===== src/dac_pkg.sv =====
`default_nettype none
package dac_pkg;
  // Converter word.
  localparam int WORD_BITS     = 12;
  localparam int FULL_SCALE_MV = 4095;
  localparam int MV_PER_LSB    = 1;
  localparam logic [WORD_BITS-1:0] DAC_RESET_CODE = 12'h000;

  // Host clock and minimum pin timings.
  localparam int CLK_PERIOD_NS  = 50;
  localparam int T_CLK_HIGH_NS  = 30;
  localparam int T_CLK_LOW_NS   = 30;
  localparam int T_SELECT_NS    = 30;
  localparam int T_DESELECT_NS  = 20;
  localparam int T_LOAD_NS      = 20;
  localparam int T_CLEAR_NS     = 30;

  // Minimum times round up to whole cycles, never below one.
  localparam int CLK_HIGH_CYC = (T_CLK_HIGH_NS + CLK_PERIOD_NS - 1) / CLK_PERIOD_NS < 1 ? 1 :
                                (T_CLK_HIGH_NS + CLK_PERIOD_NS - 1) / CLK_PERIOD_NS;
  localparam int CLK_LOW_CYC  = (T_CLK_LOW_NS + CLK_PERIOD_NS - 1) / CLK_PERIOD_NS < 1 ? 1 :
                                (T_CLK_LOW_NS + CLK_PERIOD_NS - 1) / CLK_PERIOD_NS;
  localparam int SELECT_CYC   = (T_SELECT_NS + CLK_PERIOD_NS - 1) / CLK_PERIOD_NS < 1 ? 1 :
                                (T_SELECT_NS + CLK_PERIOD_NS - 1) / CLK_PERIOD_NS;
  localparam int DESELECT_CYC = (T_DESELECT_NS + CLK_PERIOD_NS - 1) / CLK_PERIOD_NS < 1 ? 1 :
                                (T_DESELECT_NS + CLK_PERIOD_NS - 1) / CLK_PERIOD_NS;
  localparam int LOAD_CYC     = (T_LOAD_NS + CLK_PERIOD_NS - 1) / CLK_PERIOD_NS < 1 ? 1 :
                                (T_LOAD_NS + CLK_PERIOD_NS - 1) / CLK_PERIOD_NS;
  localparam int CLEAR_CYC    = (T_CLEAR_NS + CLK_PERIOD_NS - 1) / CLK_PERIOD_NS < 1 ? 1 :
                                (T_CLEAR_NS + CLK_PERIOD_NS - 1) / CLK_PERIOD_NS;

  // Host sequencer states, one-hot.
  typedef enum logic [6:0] {
    ST_IDLE     = 7'h01,
    ST_SELECT   = 7'h02,
    ST_LOW      = 7'h04,
    ST_HIGH     = 7'h08,
    ST_DESELECT = 7'h10,
    ST_LOAD     = 7'h20,
    ST_CLEAR    = 7'h40
  } host_state_t;
endpackage : dac_pkg
`default_nettype wire


===== src/dac_link_if.sv =====
`timescale 1ns/1ns
`default_nettype none
interface dac_link_if;
  logic sclk;
  logic serial_data_in;
  logic chip_select_n;
  logic load_strobe_n;
  logic clear_n;

  modport host (
    output sclk,
    output serial_data_in,
    output chip_select_n,
    output load_strobe_n,
    output clear_n
  );

  modport device (
    input sclk,
    input serial_data_in,
    input chip_select_n,
    input load_strobe_n,
    input clear_n
  );
endinterface : dac_link_if
`default_nettype wire


===== src/word_buffer.sv =====
`timescale 1ns/1ns
`default_nettype none
module word_buffer #(
  parameter int WIDTH = 12,
  parameter int DEPTH = 2
) (
  // Clock and reset.
  input  wire logic             clk,
  input  wire logic             reset,
  // Filling side.
  input  wire logic [WIDTH-1:0] in_data,
  input  wire logic             in_valid,
  output logic                  in_ready,
  // Draining side.
  output logic      [WIDTH-1:0] out_data,
  output logic                  out_valid,
  input  wire logic             out_ready
);
  localparam int AW = DEPTH > 1 ? $clog2(DEPTH) : 1;

  initial begin
    if (DEPTH < 2 || (DEPTH & (DEPTH - 1)) != 0 || WIDTH < 1) begin
      $error("word_buffer: DEPTH must be a power of two of at least 2");
    end
  end

  logic [WIDTH-1:0] mem_ff [DEPTH];
  logic [AW-1:0]    wr_ptr_ff;
  logic [AW-1:0]    rd_ptr_ff;
  logic [AW:0]      count_ff;
  logic             push;
  logic             pop;
  logic [AW:0]      nxt_count;

  assign push      = in_valid && in_ready;
  assign pop       = out_valid && out_ready;
  assign nxt_count = count_ff + (AW+1)'(push) - (AW+1)'(pop);
  assign out_data  = mem_ff[rd_ptr_ff];
  assign out_valid = count_ff != '0;

  // Storage and pointers; flags follow the count so full stalls the source.
  always_ff @(posedge clk) begin
    if (push) begin
      mem_ff[wr_ptr_ff] <= in_data;
    end
  end

  always_ff @(posedge clk) begin
    if (reset) begin
      wr_ptr_ff <= '0;
      rd_ptr_ff <= '0;
      count_ff  <= '0;
      in_ready  <= 1'b0;
    end else begin
      if (push) begin
        wr_ptr_ff <= wr_ptr_ff + AW'(1);
      end
      if (pop) begin
        rd_ptr_ff <= rd_ptr_ff + AW'(1);
      end
      count_ff <= nxt_count;
      in_ready <= nxt_count != (AW+1)'(DEPTH);
    end
  end
endmodule : word_buffer
`default_nettype wire


===== src/dac_host.sv =====
`timescale 1ns/1ns
`default_nettype none
// Overview of operation
// - Device keeps shift and converter registers apart.
// - Device samples data on gated clock rise.
// - Words travel most significant bit first.
// - Clock rise or select rise shifts once.
// - Select and clock are interchangeable gates.
// - Select high makes device ignore clock.
// - Host raises select after each word.
// - Load low copies shift register asynchronously.
// - Converter register transparent while load low.
// - Host never shifts while load is low.
// - Clear low forces converter register zero.
// - Clear holds zeros; shift register untouched.
// - Host may pulse clear as reset.
// - Code maps linearly, one millivolt per step.
// - Host releases load before next word.
module dac_host #(
  parameter int WORD_BITS = dac_pkg::WORD_BITS,
  parameter int BUF_DEPTH = 2
) (
  // Clock and reset.
  input  wire logic                 clk,
  input  wire logic                 reset,
  // Word stream from the user.
  input  wire logic [WORD_BITS-1:0] word_data,
  input  wire logic                 word_valid,
  output logic                      word_ready,
  // Clear request and status.
  input  wire logic                 clear_req,
  output logic                      busy,
  // Serial link to the converter.
  dac_link_if.host                  link
);
  import dac_pkg::*;

  initial begin
    if (WORD_BITS < 2 || WORD_BITS > 16) begin
      $error("dac_host: WORD_BITS must lie between 2 and 16");
    end
  end

  // The phase counter is four bits wide, so a slower pin timing or a faster
  // clock must not ask for more than sixteen cycles in one phase.
  initial begin
    if (CLK_HIGH_CYC > 16 || CLK_LOW_CYC > 16 ||
        SELECT_CYC > 16 || DESELECT_CYC > 16 ||
        LOAD_CYC > 16 || CLEAR_CYC > 16) begin
      $error("dac_host: a pin timing needs more cycles than the phase counter holds");
    end
  end

  host_state_t          state_ff;
  logic [3:0]           cnt_ff;
  logic [3:0]           bits_left_ff;
  logic [WORD_BITS-1:0] word_ff;
  logic                 clear_pend_ff;
  logic                 sclk_ff;
  logic                 sdi_ff;
  logic                 cs_n_ff;
  logic                 ld_n_ff;
  logic                 clr_n_ff;
  logic [WORD_BITS-1:0] buf_data;
  logic                 buf_valid;
  logic                 buf_pop;
  logic                 cnt_done;

  // The buffer stalls the user only when both entries wait behind a transfer.
  word_buffer #(
    .WIDTH (WORD_BITS),
    .DEPTH (BUF_DEPTH)
  ) u_buf (
    .clk       (clk),
    .reset     (reset),
    .in_data   (word_data),
    .in_valid  (word_valid),
    .in_ready  (word_ready),
    .out_data  (buf_data),
    .out_valid (buf_valid),
    .out_ready (buf_pop)
  );

  // Words are taken only when idle, so load is always back high first.
  assign buf_pop  = (state_ff == ST_IDLE) && !clear_pend_ff && buf_valid;
  assign cnt_done = cnt_ff == 4'h0;

  assign link.sclk           = sclk_ff;
  assign link.serial_data_in = sdi_ff;
  assign link.chip_select_n  = cs_n_ff;
  assign link.load_strobe_n  = ld_n_ff;
  assign link.clear_n        = clr_n_ff;

  // A clear request is remembered; a new request wins over its own consumption.
  always_ff @(posedge clk) begin
    if (reset) begin
      clear_pend_ff <= 1'b0;
    end else if (clear_req) begin
      clear_pend_ff <= 1'b1;
    end else if (state_ff == ST_IDLE) begin
      clear_pend_ff <= 1'b0;
    end
  end

  // Sequencer: select, clock out bits, deselect, strobe load.
  always_ff @(posedge clk) begin
    if (reset) begin
      state_ff     <= ST_IDLE;
      cnt_ff       <= 4'h0;
      bits_left_ff <= 4'h0;
      word_ff      <= '0;
      sclk_ff      <= 1'b0;
      sdi_ff       <= 1'b0;
      cs_n_ff      <= 1'b1;
      ld_n_ff      <= 1'b1;
      clr_n_ff     <= 1'b1;
      busy         <= 1'b0;
    end else begin
      unique case (state_ff)
        ST_IDLE: begin
          if (clear_pend_ff) begin
            clr_n_ff <= 1'b0;
            cnt_ff   <= 4'(CLEAR_CYC - 1);
            busy     <= 1'b1;
            state_ff <= ST_CLEAR;
          end else if (buf_valid) begin
            word_ff      <= buf_data;
            bits_left_ff <= 4'(WORD_BITS - 1);
            cs_n_ff      <= 1'b0;
            cnt_ff       <= 4'(SELECT_CYC - 1);
            busy         <= 1'b1;
            state_ff     <= ST_SELECT;
          end else begin
            busy <= 1'b0;
          end
        end
        ST_SELECT: begin
          if (cnt_done) begin
            sdi_ff   <= word_ff[WORD_BITS-1];
            word_ff  <= {word_ff[WORD_BITS-2:0], 1'b0};
            cnt_ff   <= 4'(CLK_LOW_CYC - 1);
            state_ff <= ST_LOW;
          end else begin
            cnt_ff <= cnt_ff - 4'h1;
          end
        end
        ST_LOW: begin
          if (cnt_done) begin
            sclk_ff  <= 1'b1;
            cnt_ff   <= 4'(CLK_HIGH_CYC - 1);
            state_ff <= ST_HIGH;
          end else begin
            cnt_ff <= cnt_ff - 4'h1;
          end
        end
        ST_HIGH: begin
          if (!cnt_done) begin
            cnt_ff <= cnt_ff - 4'h1;
          end else if (bits_left_ff == 4'h0) begin
            // Select rises while the clock is high, so it adds no shift.
            cs_n_ff  <= 1'b1;
            cnt_ff   <= 4'(DESELECT_CYC - 1);
            state_ff <= ST_DESELECT;
          end else begin
            sclk_ff      <= 1'b0;
            sdi_ff       <= word_ff[WORD_BITS-1];
            word_ff      <= {word_ff[WORD_BITS-2:0], 1'b0};
            bits_left_ff <= bits_left_ff - 4'h1;
            cnt_ff       <= 4'(CLK_LOW_CYC - 1);
            state_ff     <= ST_LOW;
          end
        end
        ST_DESELECT: begin
          if (cnt_done) begin
            sclk_ff  <= 1'b0;
            ld_n_ff  <= 1'b0;
            cnt_ff   <= 4'(LOAD_CYC - 1);
            state_ff <= ST_LOAD;
          end else begin
            cnt_ff <= cnt_ff - 4'h1;
          end
        end
        ST_LOAD: begin
          if (cnt_done) begin
            ld_n_ff  <= 1'b1;
            state_ff <= ST_IDLE;
          end else begin
            cnt_ff <= cnt_ff - 4'h1;
          end
        end
        ST_CLEAR: begin
          if (cnt_done) begin
            clr_n_ff <= 1'b1;
            state_ff <= ST_IDLE;
          end else begin
            cnt_ff <= cnt_ff - 4'h1;
          end
        end
        default: begin
          state_ff <= ST_IDLE;
          cs_n_ff  <= 1'b1;
          ld_n_ff  <= 1'b1;
          clr_n_ff <= 1'b1;
        end
      endcase
    end
  end
endmodule : dac_host
`default_nettype wire


===== src/flat_wrapper.sv =====
// flat-port wrapper written by rule: the top's interface ports become plain ports
module dac_host_flat import dac_pkg::*;
#(
  parameter int WORD_BITS = dac_pkg::WORD_BITS,
  parameter int BUF_DEPTH = 2
)
  (clk, reset, word_data, word_valid, word_ready, clear_req, busy, link_sclk, link_serial_data_in, link_chip_select_n, link_load_strobe_n, link_clear_n);
  dac_link_if link_i ();
  input  wire logic clk;
  input  wire logic reset;
  input  wire logic [WORD_BITS-1:0] word_data;
  input  wire logic word_valid;
  output logic word_ready;
  input  wire logic clear_req;
  output logic busy;
  output wire logic [$bits(link_i.sclk)-1:0] link_sclk;
  output wire logic [$bits(link_i.serial_data_in)-1:0] link_serial_data_in;
  output wire logic [$bits(link_i.chip_select_n)-1:0] link_chip_select_n;
  output wire logic [$bits(link_i.load_strobe_n)-1:0] link_load_strobe_n;
  output wire logic [$bits(link_i.clear_n)-1:0] link_clear_n;
  assign link_sclk = link_i.sclk;
  assign link_serial_data_in = link_i.serial_data_in;
  assign link_chip_select_n = link_i.chip_select_n;
  assign link_load_strobe_n = link_i.load_strobe_n;
  assign link_clear_n = link_i.clear_n;
  dac_host #(.WORD_BITS(WORD_BITS), .BUF_DEPTH(BUF_DEPTH)) u_core (.clk(clk), .reset(reset), .word_data(word_data), .word_valid(word_valid), .word_ready(word_ready), .clear_req(clear_req), .busy(busy), .link(link_i));
endmodule

===== config.mk =====
export PLATFORM = sky130hd
export DESIGN_NAME = dac_host_flat
export DESIGN_NICKNAME = d
export VERILOG_FILES = /design/src/dac_pkg.sv /design/src/dac_link_if.sv /design/src/word_buffer.sv /design/src/dac_host.sv /design/src/flat_wrapper.sv
export SDC_FILE = /design/constraint.sdc
export NUM_CORES = 1
export LEC_CHECK = 0
export BUFFER_PORTS_ARGS = -buffer_cell sky130_fd_sc_hd__buf_2
export CAP_MARGIN = 20
export CORE_ASPECT_RATIO = 0.9
export CORE_MARGIN = 4
export CORE_UTILIZATION = 40
export CTS_BUF_LIST = sky130_fd_sc_hd__clkbuf_8 sky130_fd_sc_hd__clkbuf_16
export DETAILED_ROUTE_END_ITERATION = 16
export PLACE_DENSITY = 0.63
export SETUP_SLACK_MARGIN = 0.02
export SYNTH_ARGS = -nofsm -noshare
export SYNTH_HDL_FRONTEND = slang
export SYNTH_HIERARCHICAL = 1
export SYNTH_SLANG_ARGS = --single-unit
export TNS_END_PERCENT = 100

===== constraint.sdc =====
create_clock -name clk -period 2.5 [get_ports clk]
set_input_delay 0 -clock clk [delete_from_list [all_inputs] [get_ports clk]]
set_output_delay 0 -clock clk [all_outputs]
set_load 0.1 [all_outputs]

==> impl_metrics.toml <==
[route]
dr.pass1.iters = 4
ant_nets = 0
via_per_inst = 5.24
wl_per_cell_um = 14.6
routed_wl_mm = 6.15
drc = 0
num_vias = 2211
drt_iter0_drc = 159

[sta]
final_hold_viol_count = 0
finalSetupTns_ps = 0
rsz0062_at_grt = "no"
hold_ws_ps = 95.6
setup_violations = 0
fin_crit_ps = 2270
slew_headroom = 0.475
finClkSkew_ps = 12.5
drv_slew = 0
post-route-period-util = 0.907
max_slew.worst_pin.slew_ps = 787
worst_slack_ps = 234
fmax_ghz = 0.441

[clock_network]
post_cts_buffers = 0
numClockSinks = 64
cts_tree = "built"
htreeDepth = 3
root_buffer = "clkbuf_8"
clk_path_buf_depth = 2
clkSlewWorstSetupHoldPaths_ps = 80
clock_latency_ps = 340
cts_made_buffers = 9

[worst_setup_path]
crit_arrival_ps = 2440
ff2ff_setup_slack_ps = 230
critical_path_class = "flop to flop"
worstRegToRegCells = 10
crit_required_ps = 2680
cp_max_fo = 10
startpoint_type = "flop"
r2r_start = "u_core/state_ff[6]"
cp-startpoint = "u_core/state_ff[6]"
critPathCaptureType = "flop"
rr_endpoint = "u_core/u_buf/in_ready"

[place]
post-place-ws_ps = 219
portBuffers = 22
hpwl_mm = 4.11
gp_congestion = 0.918
dpl_cell_area_sq_um = 3300
place_inst = 393

[logic_synthesis]
synth.top_cells.by_area = "dfxtp_1, edfxtp_1, mux2_4, mux2i_1, nor2_1"
yosys-top-cells-count = "dfxtp_1, nor2_1, edfxtp_1, a21oi_1, nand2_1"
syn_area_sq_um = 3150
syn_inst = 283
syn-num-nets = 303
synth_edf_count = 24
ys_seq_area_frac = 0.483
yosysMostFrequentCell = "dfxtp_1"
synth_top_area_frac = 0.254
ys_ff_latch = 64
synth_top_area_cell = "dfxtp_1"
yosys_warnings = 6
ys_async_sr_fraction = 0
synth_flop_cell = "dfxtp_1"
synth.distinct_cells = 60
synth_area_per_cell_sq_um = 11.1

[worst_hold_path]
hp-class = "input pin to flop"
min_to = "u_core/u_buf/wr_ptr_ff"
worstHoldStart = "word_valid"
min_path_cells = 4

[floorplan]
fp.coreArea_sq_um = 7620
die_w_um = 102
die_h_um = 92.2
rows = 30
die_area_sq_um = 9370
pin_count = 23
start_util = 0.414

[grt]
grt_use_total = 0.137
antenna_found_initial = 0
grt_max_degree = 41
grt-ovfl-total = 0
grt_pass1_wl_mm = 10.0
grt_pass1_vias = 2116

[layout]
final_layout_size_suffix_gt1_frac = 0.252
area_delta_synth_final_pct = 16.4
utilization = 0.482
fin_area_sq_um = 3670
n_antenna_cell = 0
layout.cells.non_filler = 422
fin_nets = 341

[status]
outcome = "completed"

[power]
p_total_mw = 3.40
power_density_nw_per_um2 = 927
peakVddDrop_mv = 0.680
p_leak_nw = 1.38

[job]
maxCapViolCount = 0
-- area by class of cell --
cell class / instances / area (sq um)
multi-input cells: 191 / 1450
inverters: 11 / 41.3
clock inverters: 7 / 103
fillers: 689 / 3950
repair buffers: 44 / 308
well taps: 96 / 120
flip-flops and latches: 64 / 1520
clock buffers: 9 / 124
-- cells by family (layout without fill, tap and decap cells) --
kind of cell / Yosys count / count (layout) / synth area share
muxes: 26 / 26 / 0.101
adders and majority gates: 4 / 4 / 0.0159
and+or+nand+nor: 99 / 99 / 0.189
DFF: 64 / 64 / 0.483
xor gates and xnor gates: 9 / 9 / 0.0250
buffers and inverters: 28 / 71 / 0.0595
AOI/OAI and AO/OA: 53 / 53 / 0.127
-- where the power goes --
| part | switching (mW) | leakage (nW) | internal, mW |
|---|---|---|---|
| Sequential | 0.105 | 0.547 | 1.24 |
| Combinational | 0.663 | 0.720 | 0.399 |
| Clock | 0.427 | 0.110 | 0.571 |
-- registers in the layout, indices dropped and copies added, names as in the netlist, 2 cells and up, named ones only --
register,flops
u_core/cnt_ff,4
u_core/u_buf/mem_ff,24
u_core/bits_left_ff,4
u_core/state_ff,7
u_core/u_buf/count_ff,2
u_core/word_ff,12
-- worst max-delay path by stage --
stage | end | slack, ps | cells past startpoint
6_report | u_core/u_buf/in_ready | 230 | 10
5_1_grt | u_core/u_buf/in_ready | 40 | 10
4_1_cts | u_core/u_buf/in_ready | 180 | 10
3_5_place_dp | u_core/u_buf/in_ready | 220 | 10
3_3_place_gp | u_core/u_buf/in_ready | 280 | 10
2_1_floorplan | u_core/u_buf/in_ready | 280 | 7
-- worst max-delay path: stages, from the launching register on --
cell and delay, ps:
dfxtp_1 410, nor4_4 380, nand3_1 180, inv_1 140, o21a_1 170, ha_1 240, inv_1 60, ha_1 150
xnor2_1 140, xnor2_1 160, a21oi_1 90
-- placed cells by master (no fill, tap or decap), types with 10 or more instances in the layout --
master         netlist  routed
dfxtp_1             40      40
nor2_1              30      30
edfxtp_1            24      24
buf_2                3      22
nand2_1             14      14
a21oi_1             14      14
dlygate4sd3_1        0      13
mux2i_1             13      13
inv_1               11      11
a211oi_1            11      11
mux2_4              11      11
nor3_1              10      10
-- per-layer routing --
| metal | routed length (um) | track usage | vias up |
|---|---|---|---|
| met2 | 2710 | 0.205 | 52 |
| met5 | 0 | 0 | - |
| met4 | 105 | 0.0565 | 0 |
| met3 | 294 | 0.0388 | 9 |
| met1 | 3040 | 0.186 | 1041 |
| li1 | - | - | 1109 |
-- timing repair --
| action | CTS | global route |
|---|---|---|
| resized for setup | 0 | 1 |
| endpoints found under the hold margin | 25 | 0 |
| endpoints found under the setup margin | 0 | 2 |
| hold buffers | 13 | 0 |
Note: power is estimated with default switching activity, not from simulation.
